## config.mk

```make
export PLATFORM = sky130hd
export DESIGN_NAME = dbm_mapper
export DESIGN_NICKNAME = d
export VERILOG_FILES = /design/src/design/dbm_pkg.sv /design/src/design/dbm_mapper.sv
export VERILOG_INCLUDE_DIRS = /design/src /design/src/design
export SDC_FILE = /design/constraint.sdc
export NUM_CORES = 1
export LEC_CHECK = 0
export BUFFER_PORTS_ARGS = -buffer_cell sky130_fd_sc_hd__buf_2
export CAP_MARGIN = 40
export CORE_UTILIZATION = 55
export DETAILED_ROUTE_END_ITERATION = 10
export GPL_TIMING_DRIVEN = 0
export PLACE_DENSITY = 0.78
export SETUP_SLACK_MARGIN = 0.15
export SLEW_MARGIN = 20
export SYNTH_ARGS = -nofsm -noshare
export SYNTH_HDL_FRONTEND = slang
export SYNTH_SLANG_ARGS = --single-unit
```

## constraint.sdc

```tcl
create_clock -name core_clk -period 3.3 [get_ports core_clk]
set_input_delay 0.165 -clock core_clk [delete_from_list [all_inputs] [get_ports core_clk]]
set_output_delay 0.165 -clock core_clk [all_outputs]
set_load 0.02 [all_outputs]
```

## src/design/dbm_defines.svh

```systemverilog
// constants for the bits-and-gains encoder and medley/sync symbol mapper
`ifndef DBM_DEFINES_SVH
`define DBM_DEFINES_SVH
`define DBM_OFF_CTRL      4'h0
`define DBM_OFF_ORDER     4'h1
`define DBM_OFF_MAXORD    4'h2
`define DBM_OFF_MSGCODE   4'h3
`define DBM_OFF_GRPCNT    4'h4
`define DBM_OFF_CE        4'h5
`define DBM_OFF_STATUS    4'h6
`define DBM_OFF_SYMCNT    4'h7
`define DBM_CTRL_ENTER    0
`define DBM_CTRL_MSG      1
`define DBM_CTRL_SYNC     2
`define DBM_ST_BUSY       0
`define DBM_ST_DATA       1
`define DBM_ST_ORDERR     2
`define DBM_ST_FMTERR     3
`define DBM_ST_SYNC       4
`define DBM_ST_CA         5
`define DBM_SYNC_SYMS     4'hF
`define DBM_SYNC_ZERO_LO  4'h6
`define DBM_SYNC_ZERO_HI  4'hA
`define DBM_GROUP_MAX     12'h0FF
`define DBM_LFSR_W        23
`define DBM_TONE_W        13
`define DBM_CE_W          8
`define DBM_CE_RESET      8'h00
`endif

```

## src/design/dbm_pkg.sv

```systemverilog
// types shared by the bits-and-gains mapper
package dbm_pkg;
    typedef enum logic [1:0] {
        DBM_IDLE,
        DBM_SKIP,
        DBM_SYM
    } dbm_state_t;

    typedef enum logic [1:0] {
        DBM_H_CODE,
        DBM_H_ORDER,
        DBM_H_COUNT,
        DBM_H_ENTRY
    } dbm_hdr_t;
endpackage

```

## src/design/dbm_mapper.sv

```systemverilog
// bits-and-gains encoder with medley and sync symbol mapper
`include "dbm_defines.svh"
`timescale 1ns/100ps
`default_nettype none
module dbm_mapper
    import dbm_pkg::*;
#(
    parameter logic [12:0] NUM_TONES = 13'h1000 - 13'h1,
    parameter logic [7:0]  SKIP_BITS = 8'h10,
    parameter logic [22:0] LFSR_TAPS = 23'h400010,
    parameter logic [22:0] LFSR_SEED = 23'h7FFFFF
) (
    input  wire logic        core_clk,
    input  wire logic        rst_n,
    input  wire logic [3:0]  reg_addr,
    input  wire logic [31:0] reg_wdata,
    input  wire logic        reg_wr,
    input  wire logic        reg_rd,
    output logic      [31:0] reg_rdata,
    input  wire logic        ent_valid,
    output logic             ent_ready,
    input  wire logic        ent_used,
    input  wire logic        ent_last,
    input  wire logic [3:0]  ent_load,
    input  wire logic [11:0] ent_count,
    input  wire logic [11:0] ent_gain,
    output logic             tone_valid,
    output logic [12:0]      tone_idx,
    output logic [1:0]       tone_point,
    output logic             sym_start,
    output logic             sym_sync,
    output logic [7:0]       cp_len,
    output logic             data_mode
);
    typedef struct packed {
        dbm_state_t  st;
        logic        ca;
        logic        dmode;
        logic        sync_req;
        logic        in_sync;
        logic [3:0]  sync_no;
        logic        rot_en;
        logic [7:0]  ord;
        logic [7:0]  max_ord;
        logic [7:0]  code;
        logic [15:0] grp_cnt;
        logic [7:0]  ce_cur;
        logic [7:0]  ce_new;
        logic        ord_err;
        logic        fmt_err;
        logic        busy;
        logic        flush;
        dbm_hdr_t    hdr;
        logic        in_gains;
        logic [7:0]  gain_no;
        logic [31:0] acc;
        logic [5:0]  fill;
        logic [7:0]  lo;
        logic        half;
        logic [15:0] pay;
        logic        pay_full;
        logic [22:0] lfsr;
        logic [7:0]  skip;
        logic [12:0] tone;
        logic [3:0]  ph10;
        logic [15:0] sym_pay;
        logic [15:0] sym_total;
        logic        t_valid;
        logic [12:0] t_idx;
        logic [1:0]  t_raw;
        logic [1:0]  t_point;
        logic        t_start;
        logic        t_sync;
        logic [31:0] rdata;
    } dbm_state_s_t;

    dbm_state_s_t s_reg;
    dbm_state_s_t s_next;

    function automatic logic [22:0] lfsr_step(input logic [22:0] v);
        lfsr_step = {v[21:0], ^(v & LFSR_TAPS)};
    endfunction

    // quadrant order of 4QAM points: 00, 01, 11, 10
    function automatic logic [1:0] rotate(input logic [1:0] p,
                                          input logic [1:0] k);
        logic [1:0] q;
        q = {p[1], p[1] ^ p[0]} + k;
        rotate = {q[1], q[1] ^ q[0]};
    endfunction

    // 16-bit payload to tone point by position within ten tones
    function automatic logic [1:0] medley_point(input logic [15:0] pay,
                                                input logic [3:0]  ph);
        case (ph)
            4'h1:    medley_point = pay[1:0];
            4'h2:    medley_point = pay[3:2];
            4'h3:    medley_point = pay[5:4];
            4'h4:    medley_point = pay[7:6];
            4'h6:    medley_point = pay[9:8];
            4'h7:    medley_point = pay[11:10];
            4'h8:    medley_point = pay[13:12];
            4'h9:    medley_point = pay[15:14];
            default: medley_point = 2'h0;
        endcase
    endfunction

    function automatic logic [31:0] place(input logic [31:0] acc,
                                          input logic [15:0] v,
                                          input logic [5:0]  fill);
        place = acc | ({16'h0000, v} << fill);
    endfunction

    logic        wr_ctrl;
    logic        enter;
    logic        msg_go;
    logic        pop;
    logic [31:0] acc_p;
    logic [5:0]  fill_p;
    logic [15:0] ent_word;
    logic [5:0]  ent_w;
    logic        ent_fire;
    logic [1:0]  rbits;
    logic [22:0] l1;
    logic [22:0] l2;
    logic        last_tone;

    assign wr_ctrl = reg_wr && reg_addr == `DBM_OFF_CTRL;
    assign enter   = wr_ctrl && reg_wdata[`DBM_CTRL_ENTER];
    // an order beyond the remote's declared maximum is refused
    assign msg_go  = wr_ctrl && reg_wdata[`DBM_CTRL_MSG] && !s_reg.busy
                     && s_reg.ord <= s_reg.max_ord;
    assign pop       = s_reg.fill >= 6'd8 && (!s_reg.half || !s_reg.pay_full);
    assign acc_p     = pop ? {8'h00, s_reg.acc[31:8]} : s_reg.acc;
    assign fill_p    = pop ? s_reg.fill - 6'd8 : s_reg.fill;
    assign ent_ready = s_reg.busy && s_reg.hdr == DBM_H_ENTRY
                       && !s_reg.flush && fill_p <= 6'd16;
    assign ent_fire  = ent_valid && ent_ready;
    assign last_tone = s_reg.tone == NUM_TONES;
    assign l1        = lfsr_step(s_reg.lfsr);
    assign l2        = lfsr_step(l1);
    assign rbits     = {l1[0], l2[0]};

    always_comb begin
        if (s_reg.ord == 8'h00) begin
            ent_word = {ent_gain, ent_load};
            ent_w    = 6'd16;
        end else if (s_reg.in_gains) begin
            ent_word = {4'h0, ent_gain};
            ent_w    = 6'd12;
        end else if (s_reg.ord[0]) begin
            ent_word = {ent_count, ent_load};
            ent_w    = 6'd16;
        end else begin
            ent_word = {4'h0, ent_count[7:0], ent_load};
            ent_w    = 6'd12;
        end
    end

    always_comb begin
        s_next         = s_reg;
        s_next.acc     = acc_p;
        s_next.fill    = fill_p;
        s_next.t_valid = 1'b0;
        s_next.t_start = 1'b0;
        s_next.rdata   = 32'h0000_0000;

        if (reg_wr) begin
            case (reg_addr)
                `DBM_OFF_ORDER:   s_next.ord = reg_wdata[7:0];
                `DBM_OFF_MAXORD:  s_next.max_ord = reg_wdata[7:0];
                `DBM_OFF_MSGCODE: s_next.code = reg_wdata[7:0];
                `DBM_OFF_GRPCNT:  s_next.grp_cnt = reg_wdata[15:0];
                `DBM_OFF_CE:      s_next.ce_new = reg_wdata[7:0];
                default: ;
            endcase
        end
        if (reg_rd) begin
            case (reg_addr)
                `DBM_OFF_ORDER:   s_next.rdata = {24'h0, s_reg.ord};
                `DBM_OFF_MAXORD:  s_next.rdata = {24'h0, s_reg.max_ord};
                `DBM_OFF_MSGCODE: s_next.rdata = {24'h0, s_reg.code};
                `DBM_OFF_GRPCNT:  s_next.rdata = {16'h0, s_reg.grp_cnt};
                `DBM_OFF_CE:      s_next.rdata = {24'h0, s_reg.ce_new};
                `DBM_OFF_STATUS:  s_next.rdata = {26'h0, s_reg.ca,
                                    s_reg.in_sync, s_reg.fmt_err,
                                    s_reg.ord_err, s_reg.dmode, s_reg.busy};
                `DBM_OFF_SYMCNT:  s_next.rdata = {16'h0, s_reg.sym_total};
                default:          s_next.rdata = 32'h0000_0000;
            endcase
        end
        if (wr_ctrl && reg_wdata[`DBM_CTRL_MSG] && !msg_go && !s_reg.busy)
            s_next.ord_err = 1'b1;
        if (msg_go) begin
            s_next.busy     = 1'b1;
            s_next.hdr      = DBM_H_CODE;
            s_next.in_gains = 1'b0;
            s_next.flush    = 1'b0;
            s_next.ord_err  = 1'b0;
            s_next.fmt_err  = 1'b0;
        end
        if (wr_ctrl && reg_wdata[`DBM_CTRL_SYNC] && s_reg.ca)
            s_next.sync_req = 1'b1;

        // header fields of the message, one per cycle while room
        if (s_reg.busy && fill_p <= 6'd16) begin
            case (s_reg.hdr)
                DBM_H_CODE: begin
                    s_next.acc  = place(acc_p, {8'h00, s_reg.code}, fill_p);
                    s_next.fill = fill_p + 6'd8;
                    s_next.hdr  = DBM_H_ORDER;
                end
                DBM_H_ORDER: begin
                    s_next.acc  = place(acc_p, {8'h00, s_reg.ord}, fill_p);
                    s_next.fill = fill_p + 6'd8;
                    s_next.hdr  = s_reg.ord == 8'h00 ? DBM_H_ENTRY
                                                      : DBM_H_COUNT;
                end
                DBM_H_COUNT: begin
                    s_next.acc  = place(acc_p, s_reg.grp_cnt, fill_p);
                    s_next.fill = fill_p + 6'd16;
                    s_next.hdr  = DBM_H_ENTRY;
                end
                default: ;
            endcase
        end

        // in order 0, unused tones are taken without encoding anything; other orders encode every entry
        if (ent_fire) begin
            if (ent_used || s_reg.ord != 8'h00) begin
                s_next.acc  = place(acc_p, ent_word & ((16'h1 << ent_w)
                                    - 16'h1), fill_p);
                s_next.fill = fill_p + ent_w;
            end
            if (s_reg.ord != 8'h00 && !s_reg.in_gains) begin
                if (ent_count > `DBM_GROUP_MAX || ent_count == 12'h000)
                    s_next.fmt_err = 1'b1;
                s_next.in_gains = 1'b1;
                s_next.gain_no  = 8'h00;
            end else if (s_reg.in_gains) begin
                s_next.gain_no = s_reg.gain_no + 8'h01;
                if (s_reg.gain_no == s_reg.ord)
                    s_next.in_gains = 1'b0;
            end
            // early stop: trailing zero-load tones are simply never sent
            if (ent_last)
                s_next.flush = 1'b1;
        end
        if (s_reg.flush && s_reg.fill != 6'd0 && s_reg.fill < 6'd8 && !pop)
            s_next.fill = 6'd8;
        if (s_reg.flush && s_reg.fill == 6'd0) begin
            if (s_reg.half && !s_reg.pay_full) begin
                s_next.pay      = {8'h00, s_reg.lo};
                s_next.pay_full = 1'b1;
                s_next.half     = 1'b0;
            end else if (!s_reg.half) begin
                s_next.busy  = 1'b0;
                s_next.flush = 1'b0;
            end
        end

        // byte pairing into the payload holding register
        if (pop) begin
            if (!s_reg.half) begin
                s_next.lo   = s_reg.acc[7:0];
                s_next.half = 1'b1;
            end else begin
                s_next.pay      = {s_reg.acc[7:0], s_reg.lo};
                s_next.pay_full = 1'b1;
                s_next.half     = 1'b0;
            end
        end

        // symbol engine
        case (s_reg.st)
            DBM_IDLE: begin
                if (s_reg.ca && !s_reg.dmode) begin
                    s_next.st   = DBM_SYM;
                    s_next.tone = 13'h0000;
                    s_next.ph10 = 4'h0;
                end
            end
            DBM_SKIP: begin
                s_next.lfsr = l1;
                s_next.skip = s_reg.skip - 8'h01;
                if (s_reg.skip <= 8'h01) begin
                    s_next.st = s_reg.dmode ? DBM_IDLE : DBM_SYM;
                    s_next.tone = 13'h0000;
                    s_next.ph10 = 4'h0;
                end
            end
            DBM_SYM: begin
                if (s_reg.tone == 13'h0000) begin
                    s_next.t_start = 1'b1;
                    s_next.sym_total = s_reg.sym_total + 16'h0001;
                    if (s_reg.in_sync && s_reg.sync_no == `DBM_SYNC_SYMS) begin
                        s_next.in_sync = 1'b0;
                        s_next.dmode   = 1'b1;
                        s_next.rot_en  = 1'b0;
                        s_next.ce_cur  = s_reg.ce_new;
                        s_next.t_start = 1'b0;
                        s_next.st      = DBM_IDLE;
                    end else if (s_reg.in_sync) begin
                        s_next.sync_no = s_reg.sync_no + 4'h1;
                    end else if (s_reg.sync_req) begin
                        s_next.in_sync  = 1'b1;
                        s_next.sync_req = 1'b0;
                        s_next.sync_no  = 4'h1;
                    end
                    if (!s_reg.in_sync && !s_reg.sync_req) begin
                        s_next.sym_pay  = s_next.pay_full ? s_next.pay
                                                         : 16'h0000;
                        s_next.pay_full = 1'b0;
                    end
                end
                if (s_next.st == DBM_SYM) begin
                    // two generator bits are spent per tone, DC too
                    s_next.lfsr    = l2;
                    s_next.t_valid = 1'b1;
                    s_next.t_idx   = s_reg.tone;
                    s_next.t_sync  = s_next.in_sync;
                    if (s_next.in_sync)
                        s_next.t_raw = (s_next.sync_no >= `DBM_SYNC_ZERO_LO
                                     && s_next.sync_no <= `DBM_SYNC_ZERO_HI)
                                     ? 2'b00 : 2'b11;
                    else
                        s_next.t_raw = medley_point(s_next.sym_pay,
                                                    s_reg.ph10);
                    s_next.t_point = s_reg.rot_en
                                     ? rotate(s_next.t_raw, rbits)
                                     : s_next.t_raw;
                    s_next.tone = s_reg.tone + 13'h0001;
                    s_next.ph10 = s_reg.ph10 == 4'h9 ? 4'h0
                                                     : s_reg.ph10 + 4'h1;
                    if (last_tone) begin
                        s_next.st   = DBM_SKIP;
                        s_next.skip = SKIP_BITS;
                        if (SKIP_BITS == 8'h00)
                            s_next.st = DBM_SYM;
                        s_next.tone = 13'h0000;
                        s_next.ph10 = 4'h0;
                    end
                end
            end
            default: s_next.st = DBM_IDLE;
        endcase

        // apart from reset, entering channel analysis is the one place the scrambler restarts
        if (enter) begin
            s_next.lfsr      = LFSR_SEED;
            s_next.ca        = 1'b1;
            s_next.dmode     = 1'b0;
            s_next.rot_en    = 1'b1;
            s_next.in_sync   = 1'b0;
            s_next.sync_req  = 1'b0;
            s_next.st        = DBM_IDLE;
            s_next.sym_total = 16'h0000;
        end
    end

    always_ff @(posedge core_clk) begin
        if (!rst_n) begin
            s_reg        <= '0;
            s_reg.st     <= DBM_IDLE;
            s_reg.hdr    <= DBM_H_CODE;
            s_reg.lfsr   <= LFSR_SEED;
            s_reg.ce_cur <= `DBM_CE_RESET;
            s_reg.ce_new <= `DBM_CE_RESET;
        end else begin
            s_reg <= s_next;
        end
    end

    assign reg_rdata  = s_reg.rdata;
    assign tone_valid = s_reg.t_valid;
    assign tone_idx   = s_reg.t_idx;
    assign tone_point = s_reg.t_point;
    assign sym_start  = s_reg.t_start;
    assign sym_sync   = s_reg.t_sync;
    assign cp_len     = s_reg.ce_cur;
    assign data_mode  = s_reg.dmode;

    property p_scr_reset;
        @(posedge core_clk) disable iff (!rst_n)
        enter |=> s_reg.lfsr == LFSR_SEED;
    endproperty
    a_scr_reset: assert property (p_scr_reset)
        else $error("scrambler not reseeded on entering analysis");

    property p_rot_off;
        @(posedge core_clk) disable iff (!rst_n)
        (s_reg.dmode && !enter) |=> !s_reg.rot_en && s_reg.dmode;
    endproperty
    a_rot_off: assert property (p_rot_off)
        else $error("rotation active in data mode");

    property p_med_zero;
        @(posedge core_clk) disable iff (!rst_n)
        (s_reg.t_valid && !s_reg.t_sync && s_reg.t_idx % 13'd5 == 13'd0)
            |-> s_reg.t_raw == 2'b00;
    endproperty
    a_med_zero: assert property (p_med_zero)
        else $error("multiple-of-five tone not zero");

    property p_sync_pat;
        @(posedge core_clk) disable iff (!rst_n)
        (s_reg.t_valid && s_reg.t_sync) |-> s_reg.t_raw ==
            ((s_reg.sync_no >= 4'h6 && s_reg.sync_no <= 4'hA) ? 2'b00
                                                               : 2'b11);
    endproperty
    a_sync_pat: assert property (p_sync_pat)
        else $error("wrong sync constellation point");

    property p_skip;
        @(posedge core_clk) disable iff (!rst_n)
        (s_reg.st == DBM_SYM && last_tone && !enter && SKIP_BITS > 8'h01)
            |=> s_reg.st == DBM_SKIP ##1 s_reg.st == DBM_SKIP;
    endproperty
    a_skip: assert property (p_skip)
        else $error("generator bits not skipped between symbols");

    property p_order;
        @(posedge core_clk) disable iff (!rst_n)
        $rose(s_reg.busy) |-> $past(s_reg.ord) <= $past(s_reg.max_ord);
    endproperty
    a_order: assert property (p_order)
        else $error("order above remote capability accepted");

    property p_pair;
        @(posedge core_clk) disable iff (!rst_n)
        (pop && s_reg.half) |=> s_reg.pay[7:0] == $past(s_reg.lo);
    endproperty
    a_pair: assert property (p_pair)
        else $error("payload byte order wrong");

    property p_ce;
        @(posedge core_clk) disable iff (!rst_n)
        $rose(s_reg.dmode) |-> s_reg.ce_cur == $past(s_reg.ce_new)
            && $past(s_reg.sync_no) == 4'hF;
    endproperty
    a_ce: assert property (p_ce)
        else $error("prefix or data mode change not at sync end");

    c_sync_done: cover property (@(posedge core_clk) $rose(s_reg.dmode));
    c_msg_done:  cover property (@(posedge core_clk) $fell(s_reg.busy));
    c_ord_err:   cover property (@(posedge core_clk) $rose(s_reg.ord_err));
endmodule
`default_nettype wire

```

==> results of run 1 <==
-- final timing paths --
| kind | start | endpoint | slack [ns] | cells past startpoint |
|---|---|---|---|---|
| worst max-delay path | flop | tone_point[0]$_SDFFE_PN0P_ | -0.25 | 16 |
| worst min-delay path | reg_addr[1] | s_reg[267]$_SDFFE_PN0P_ | 0.1 | 4 |
| worst max register to register | flop | tone_point[0]$_SDFFE_PN0P_ | -0.25 | 16 |
| worst min register to register | s_reg[69]$_SDFFE_PN0P_ | s_reg[69]$_SDFFE_PN0P_ | 0.46 | 2 |
-- per-stage QoR --
stage / hold WS [ns] / instances / total power [W]
floorplan: 0.3010 / 1813 / 0.005944
global placement: 0.4120 / 2239 / 0.006883
detailed placement: 0.4125 / 2244 / 0.006930
CTS: 0.06526 / 2369 / 0.01090
global route: 0.1283 / 2397 / 0.01175
finish: 0.09611 / 2397 / 0.01131
-- cell families (layout without fill, tap and decap cells) --
logic type | count (synthesis) | after routing | synth area share [%]
buffers and inverters | 211 | 465 | 7.220
AND/OR/NAND/NOR | 685 | 685 | 22.38
multiplexers | 111 | 111 | 7.891
flip-flops | 258 | 258 | 35.95
AO/OA/AOI/OAI | 450 | 450 | 20.62
other | 2 | 17 | 0.05228
adder cells (fa/ha/maj) | 34 | 34 | 3.013
XOR/XNOR | 47 | 47 | 2.865
-- layout by cell type (no fill, tap or decap), drive strengths merged, types with 9 or more instances in the layout --
cell type	synthesis	layout
nand2	275	275
buf	83	270
dfxtp	258	258
nor2	184	184
a21oi	127	127
clkbuf	81	118
mux2i	102	102
o21ai	95	95
nand3	48	48
inv	46	48
a22oi	40	40
nor3	35	35
o211ai	34	34
xor2	33	33
ha	33	33
a31oi	25	25
nand4	22	22
conb	2	17
dlygate4sd3	0	17
and2	17	17
nor4	17	17
a211oi	17	17
or3	16	16
nor2b	15	15
xnor2	14	14
o22ai	13	13
and3	12	12
nand2b	10	10
or4	9	9
-- timing repair --
| item | CTS | global route |
|---|---|---|
| endpoints found under the setup margin | 52 | 61 |
| hold endpoints to repair | 49 | 0 |
| pin swaps | 59 | 68 |
| setup buffers | 53 | 24 |
| resized for setup | 163 | 92 |
| cloned | 5 | 2 |
| hold buffers | 17 | 0 |
-- routing by layer --
metal	part of all wire [%]	track usage (%)	wire length (µm)	vias up
met4	4.6	14.56	2210	0
met2	46	56.09	22290	690
met1	42	47.17	20480	7033
met5	0	0	0	-
li1	-	-	-	6850
met3	7.3	4.520	3526	153
-- report_power, final --
group / leakage, nW / switching, W / total, W / internal, W
combinational: 4.63 / 0.00289 / 0.00455 / 0.00166
clock: 0.470 / 0.00134 / 0.00335 / 0.00201
sequential: 2.09 / 0.000136 / 0.00341 / 0.00327
-- cell type report --
class	instances	area (µm²)	share of cell area [%]
repair buffers	204	1538	8.370
inverters	47	186.4	1.015
plain buffers	164	1065	5.795
clock buffers	37	753.2	4.100
multi-input cells	1344	9015	49.07
clock inverters	13	225.2	1.226
flip-flops and latches	258	5177	28.18
well taps	330	412.9	2.247
-- worst reg2reg max path, cell delays in order (launching register included) --
cell and delay [ns]:
dfxtp_1 0.33, buf_2 0.26, nand2b_1 0.38, a21oi_4 0.16, a22oi_1 0.36, o311ai_0 0.17
o211a_1 0.20, nor4_4 0.27, xnor2_1 0.17, nor2_1 0.08, ha_2 0.20, xnor2_2 0.15
xnor2_2 0.25, nor2_1 0.07, nor2_1 0.11, mux2i_1 0.09, a31o_1 0.18
==> flow_summary.yaml, run 1 <==
status:
  outcome: "finished with violations"
  violations: "setup timing"
clocking:
  path_clk_slew_ns: 0.06
  cts-root-buf: "clkbuf_16"
  cts_tree: "built"
  clock_latency_ns: 0.57
  clk_path_buf_depth: 3
  clock_sinks: 258
  cts_buffers: 27
  htreeDepth: 1
global_routing:
  grt_start_max_net_pins: 16
  gr-total-overflow: 0
  grt_pass1_vias: 13748
  track_usage_pct: 34.96
  grt_pass1_wl_mm: 74.04
  antenna_found_initial: 1
finish:
  diodes: 0
  areaGrowthSynthToFinish_pct: 27.89
  largest_register_ffs: 192
  fin_area_mm2: 0.01837
  final_nets: 2151
  n_fill_cell: 1943
  drive_gt1_share_pct: 23.56
  postLayoutCoreUtil_pct: 72.34
power:
  irDropWorstVdd_v: 0.0006250
  p_leak_nw: 7.191
  p_per_area_mw_per_mm2: 615.7
synth:
  ys_top_cells_by_area: "dfxtp_1 (36%), nand2_1 (7.2%), mux2i_1 (7.1%)"
  syn_avg_cell_area_um2: 7.990
  synth_common_cells: "nand2_1 (275), dfxtp_1 (258), nor2_1 (184)"
  yosys.area.top_type: "dfxtp_1"
  synth_cells: 1798
  synth_warnings: 0
  synth_most_common_cell: "nand2_1"
  netlist_area_mm2: 0.01437
  synthDominantCellAreaShare_pct: 35.95
  synthArstFlopShare_pct: 0
  synth_edf_count: 0
  ys.flop_type: "dfxtp_1"
  synth_seq_cells: 258
  ys_types: 92
  ys_seq_area_share_pct: 35.95
worst_setup_path:
  critPathArrivalTime_ns: 3.99
  crit_fanout: 9
  crit_slowest_cell: "nand2b_1"
  crit_family: "compound AO/OA/AOI/OAI gates"
  timing.critical_path.buf_inv: 1
  endpoint_kind: "flop"
  max_stage_delay_ns: 0.38
  crit_chain: "buf_2 -> nand2b_1 -> a21oi_4 -> a22oi_1 -> o311ai_0 -> o211a_1 -> nor4_4 -> xnor2_1 -> nor2_1 -> ha_2 -> xnor2_2 -> xnor2_2 -> nor2_1 -> nor2_1 -> mux2i_1 -> a31o_1"
  timing.critical_path.mode_cell: "nor2_1"
  cp-start-kind: "flop"
  criticalPathCategory: "reg -> reg"
  required_ns: 3.74
place:
  detailed_place_hpwl_mm: 33.70
  dpl_cell_area_mm2: 0.01549
  gp_congestion: 0.9873
  place_ws_ns: -0.6986
  port_buffers: 96
route:
  viasPerCell: 6.144
  drtPass1Iterations: 5
  vias: 14726
  wire_per_inst_um: 20.24
  drt-total-wl_mm: 48.51
  first_iter_violations: 1687
  ant_nets: 0
  post-route-drc-count: 0
floorplan:
  initial_core_util_pct: 56.56
  fp-row-count: 58
  io_pins: 131
  dieArea_mm2: 0.02677
  core_area_mm2: 0.02540
  die_h_um: 163.6
  die_x_um: 163.6
sta:
  fmax_ghz: 0.2814
  period_needed_ns: 3.554
  hold_violations: 0
  worst_slew_pin_slew_ns: 0.8855
  rsz0062_at_grt: "true"
  worst_slew_margin_rel_pct: 40.97
  finalSetupViolCount: 7
  tns_ns: -0.5921
  period_share_pct: 107.7
  fin_worst_skew_ns: 0.02423
  worst_slack_ns: -0.2538
  drv_slew: 0
min_path:
  min_path_type: "in -> reg"
job:
  cap_violations: 0
(Power assumes the default switching activity.)
==> run 2: changes to the inputs <==
--- a/config.mk
+++ b/config.mk
@@ -17,3 +17,4 @@
 export SYNTH_ARGS = -nofsm -noshare
 export SYNTH_HDL_FRONTEND = slang
 export SYNTH_SLANG_ARGS = --single-unit
+export TNS_END_PERCENT = 30
==> run 2 against run 1 <==
Via count shrank 1.1%. First-iteration DRC count shrank 7.1%. Die area is the same. Combinational power shrank 3%. Critical path type unchanged. The run still ends with setup timing left. Global-route usage shrank 0.25 points. Power shrank 1.1%. Sequential power is essentially flat. Final cell count shrank 0.75%. Critical path depth grew 2.
==> flow_summary.yaml, run 2 (synthesis gave the netlist of run 1 again) <==
sta:
  drv_slew: 0
  fin_worst_skew_ns: 0.03068
  worst_slack_ns: -0.2245
  worst_slew_margin_rel_pct: 41.56
  fmax_ghz: 0.2837
  tns_ns: -0.4246
  worst_slew_pin_slew_ns: 0.8699
  period_needed_ns: 3.524
  rsz0062_at_grt: "true"
  finalSetupViolCount: 3
  hold_violations: 0
  period_share_pct: 106.8
global_routing:
  grt_pass1_vias: 13627
  antenna_found_initial: 1
  grt_pass1_wl_mm: 73.46
  gr-total-overflow: 0
  track_usage_pct: 34.72
  grt_start_max_net_pins: 16
route:
  drtPass1Iterations: 7
  viasPerCell: 6.123
  post-route-drc-count: 0
  wire_per_inst_um: 19.92
  drt-total-wl_mm: 47.39
  first_iter_violations: 1568
  vias: 14566
  ant_nets: 0
worst_setup_path:
  criticalPathCategory: "reg -> reg"
  critPathArrivalTime_ns: 3.96
  crit_family: "compound AO/OA/AOI/OAI gates"
  timing.critical_path.buf_inv: 3
  crit_slowest_cell: "dfxtp_2"
  endpoint_kind: "flop"
  crit_chain: "buf_6 -> buf_4 -> nor3_4 -> a21o_1 -> buf_6 -> mux2i_4 -> o31ai_2 -> o211a_1 -> nor4_4 -> xnor2_1 -> nor2_1 -> ha_2 -> xnor2_2 -> xnor2_2 -> nor2_1 -> nor2_1 -> mux2i_1 -> a31o_1"
  timing.critical_path.mode_cell: "nor2_1"
  required_ns: 3.74
  cp-start-kind: "flop"
  crit_fanout: 5
  max_stage_delay_ns: 0.31
finish:
  fin_area_mm2: 0.01799
  largest_register_ffs: 192
  areaGrowthSynthToFinish_pct: 25.22
  final_common_cell: "nand2_1"
  diodes: 0
  final_nets: 2133
  final_cell_mix: "nand2_1 (269), dfxtp_1 (253), nor2_1 (173)"
  drive_gt1_share_pct: 21.86
  n_fill_cell: 2019
floorplan:
  core_area_mm2: 0.02540
  fp-row-count: 58
  dieArea_mm2: 0.02677
  die_x_um: 163.6
  io_pins: 131
  initial_core_util_pct: 56.56
  die_h_um: 163.6
power:
  p_per_area_mw_per_mm2: 621.8
  p_leak_nw: 7.025
  irDropWorstVdd_v: 0.0006277
  finalPower_w: 0.01119
job:
  cap_violations: 0
status:
  outcome: "finished with violations"
  violations: "setup timing"
clocking:
  cts_tree: "built"
  path_clk_slew_ns: 0.07
  clk_path_buf_depth: 3
  htreeDepth: 1
  clock_latency_ns: 0.57
  clock_sinks: 258
  cts_buffers: 27
  cts-root-buf: "clkbuf_16"
min_path:
  min_path_type: "in -> reg"
place:
  dpl_cell_area_mm2: 0.01549
  gp_congestion: 0.9873
  detailed_place_hpwl_mm: 33.70
  port_buffers: 96
  place_ws_ns: -0.6986
==> run 2: final timing paths <==
kind                           endpoint  depth (start not counted)  slack, ns                   start
max          tone_point[0]$_SDFFE_PN0P_                         18      -0.22   s_reg[162]$_SDFF_PP0_
min               s_reg[209]$_SDFF_PN0_                          5       0.08           ent_count[11]
max reg2reg  tone_point[0]$_SDFFE_PN0P_                         18      -0.22   s_reg[162]$_SDFF_PP0_
min reg2reg      s_reg[70]$_SDFFE_PN0P_                          2       0.45  s_reg[70]$_SDFFE_PN0P_
==> run 2: layout make-up <==
type	instances	area [µm²]	area share (%)
timing repair buffer	186	1299	7.219
multi-input combinational	1344	8892	49.43
sequential	258	5174	28.76
tap	330	412.9	2.295
inverter	47	188.9	1.050
buffer	164	1045	5.807
clock inverter	13	225.2	1.252
clock buffer	37	753.2	4.187
==> run 2: tightest hold or removal path, delay by kind of cell <==
kind	cells	cell delay [ns]
and+or+nand+nor	2	0.18
AOI/OAI and AO/OA	2	0.18
buffers and inverters	1	0.09
==> run 2: report_power, final <==
part           switching (W)  total [W]  internal [W]
logic                0.00281    0.00443       0.00163
registers           0.000136    0.00341       0.00327
clock network        0.00133    0.00334       0.00201
==> run 2: per-layer routing <==
layer,GRT usage (%),vias to the layer above,wire [µm]
li1,-,6812,-
met1,46.69,6965,20090
met2,55.97,664,21690
met3,4.850,125,3606
met4,13.64,0,1998
met5,0,-,0
==> run 2: through the flow <==
stage / instances / util [%] / hold WS, ns
after floorplan: 1813 / - / 0.3010
after global routing: 2379 / 70.83 / 0.1283
after global placement: 2239 / 60.86 / 0.4120
after detailed placement: 2244 / 60.98 / 0.4125
after CTS: 2359 / 69.29 / 0.06526
final: 2379 / 70.83 / 0.08352
==> run 2: what timing repair did <==
item | in CTS | in global routing
gates cloned | 5 | 0
pin swaps | 55 | 53
endpoints found under the setup margin | 52 | 59
gates resized for setup | 145 | 56
hold buffers | 17 | 0
hold endpoints to repair | 49 | 0
setup buffers | 43 | 18
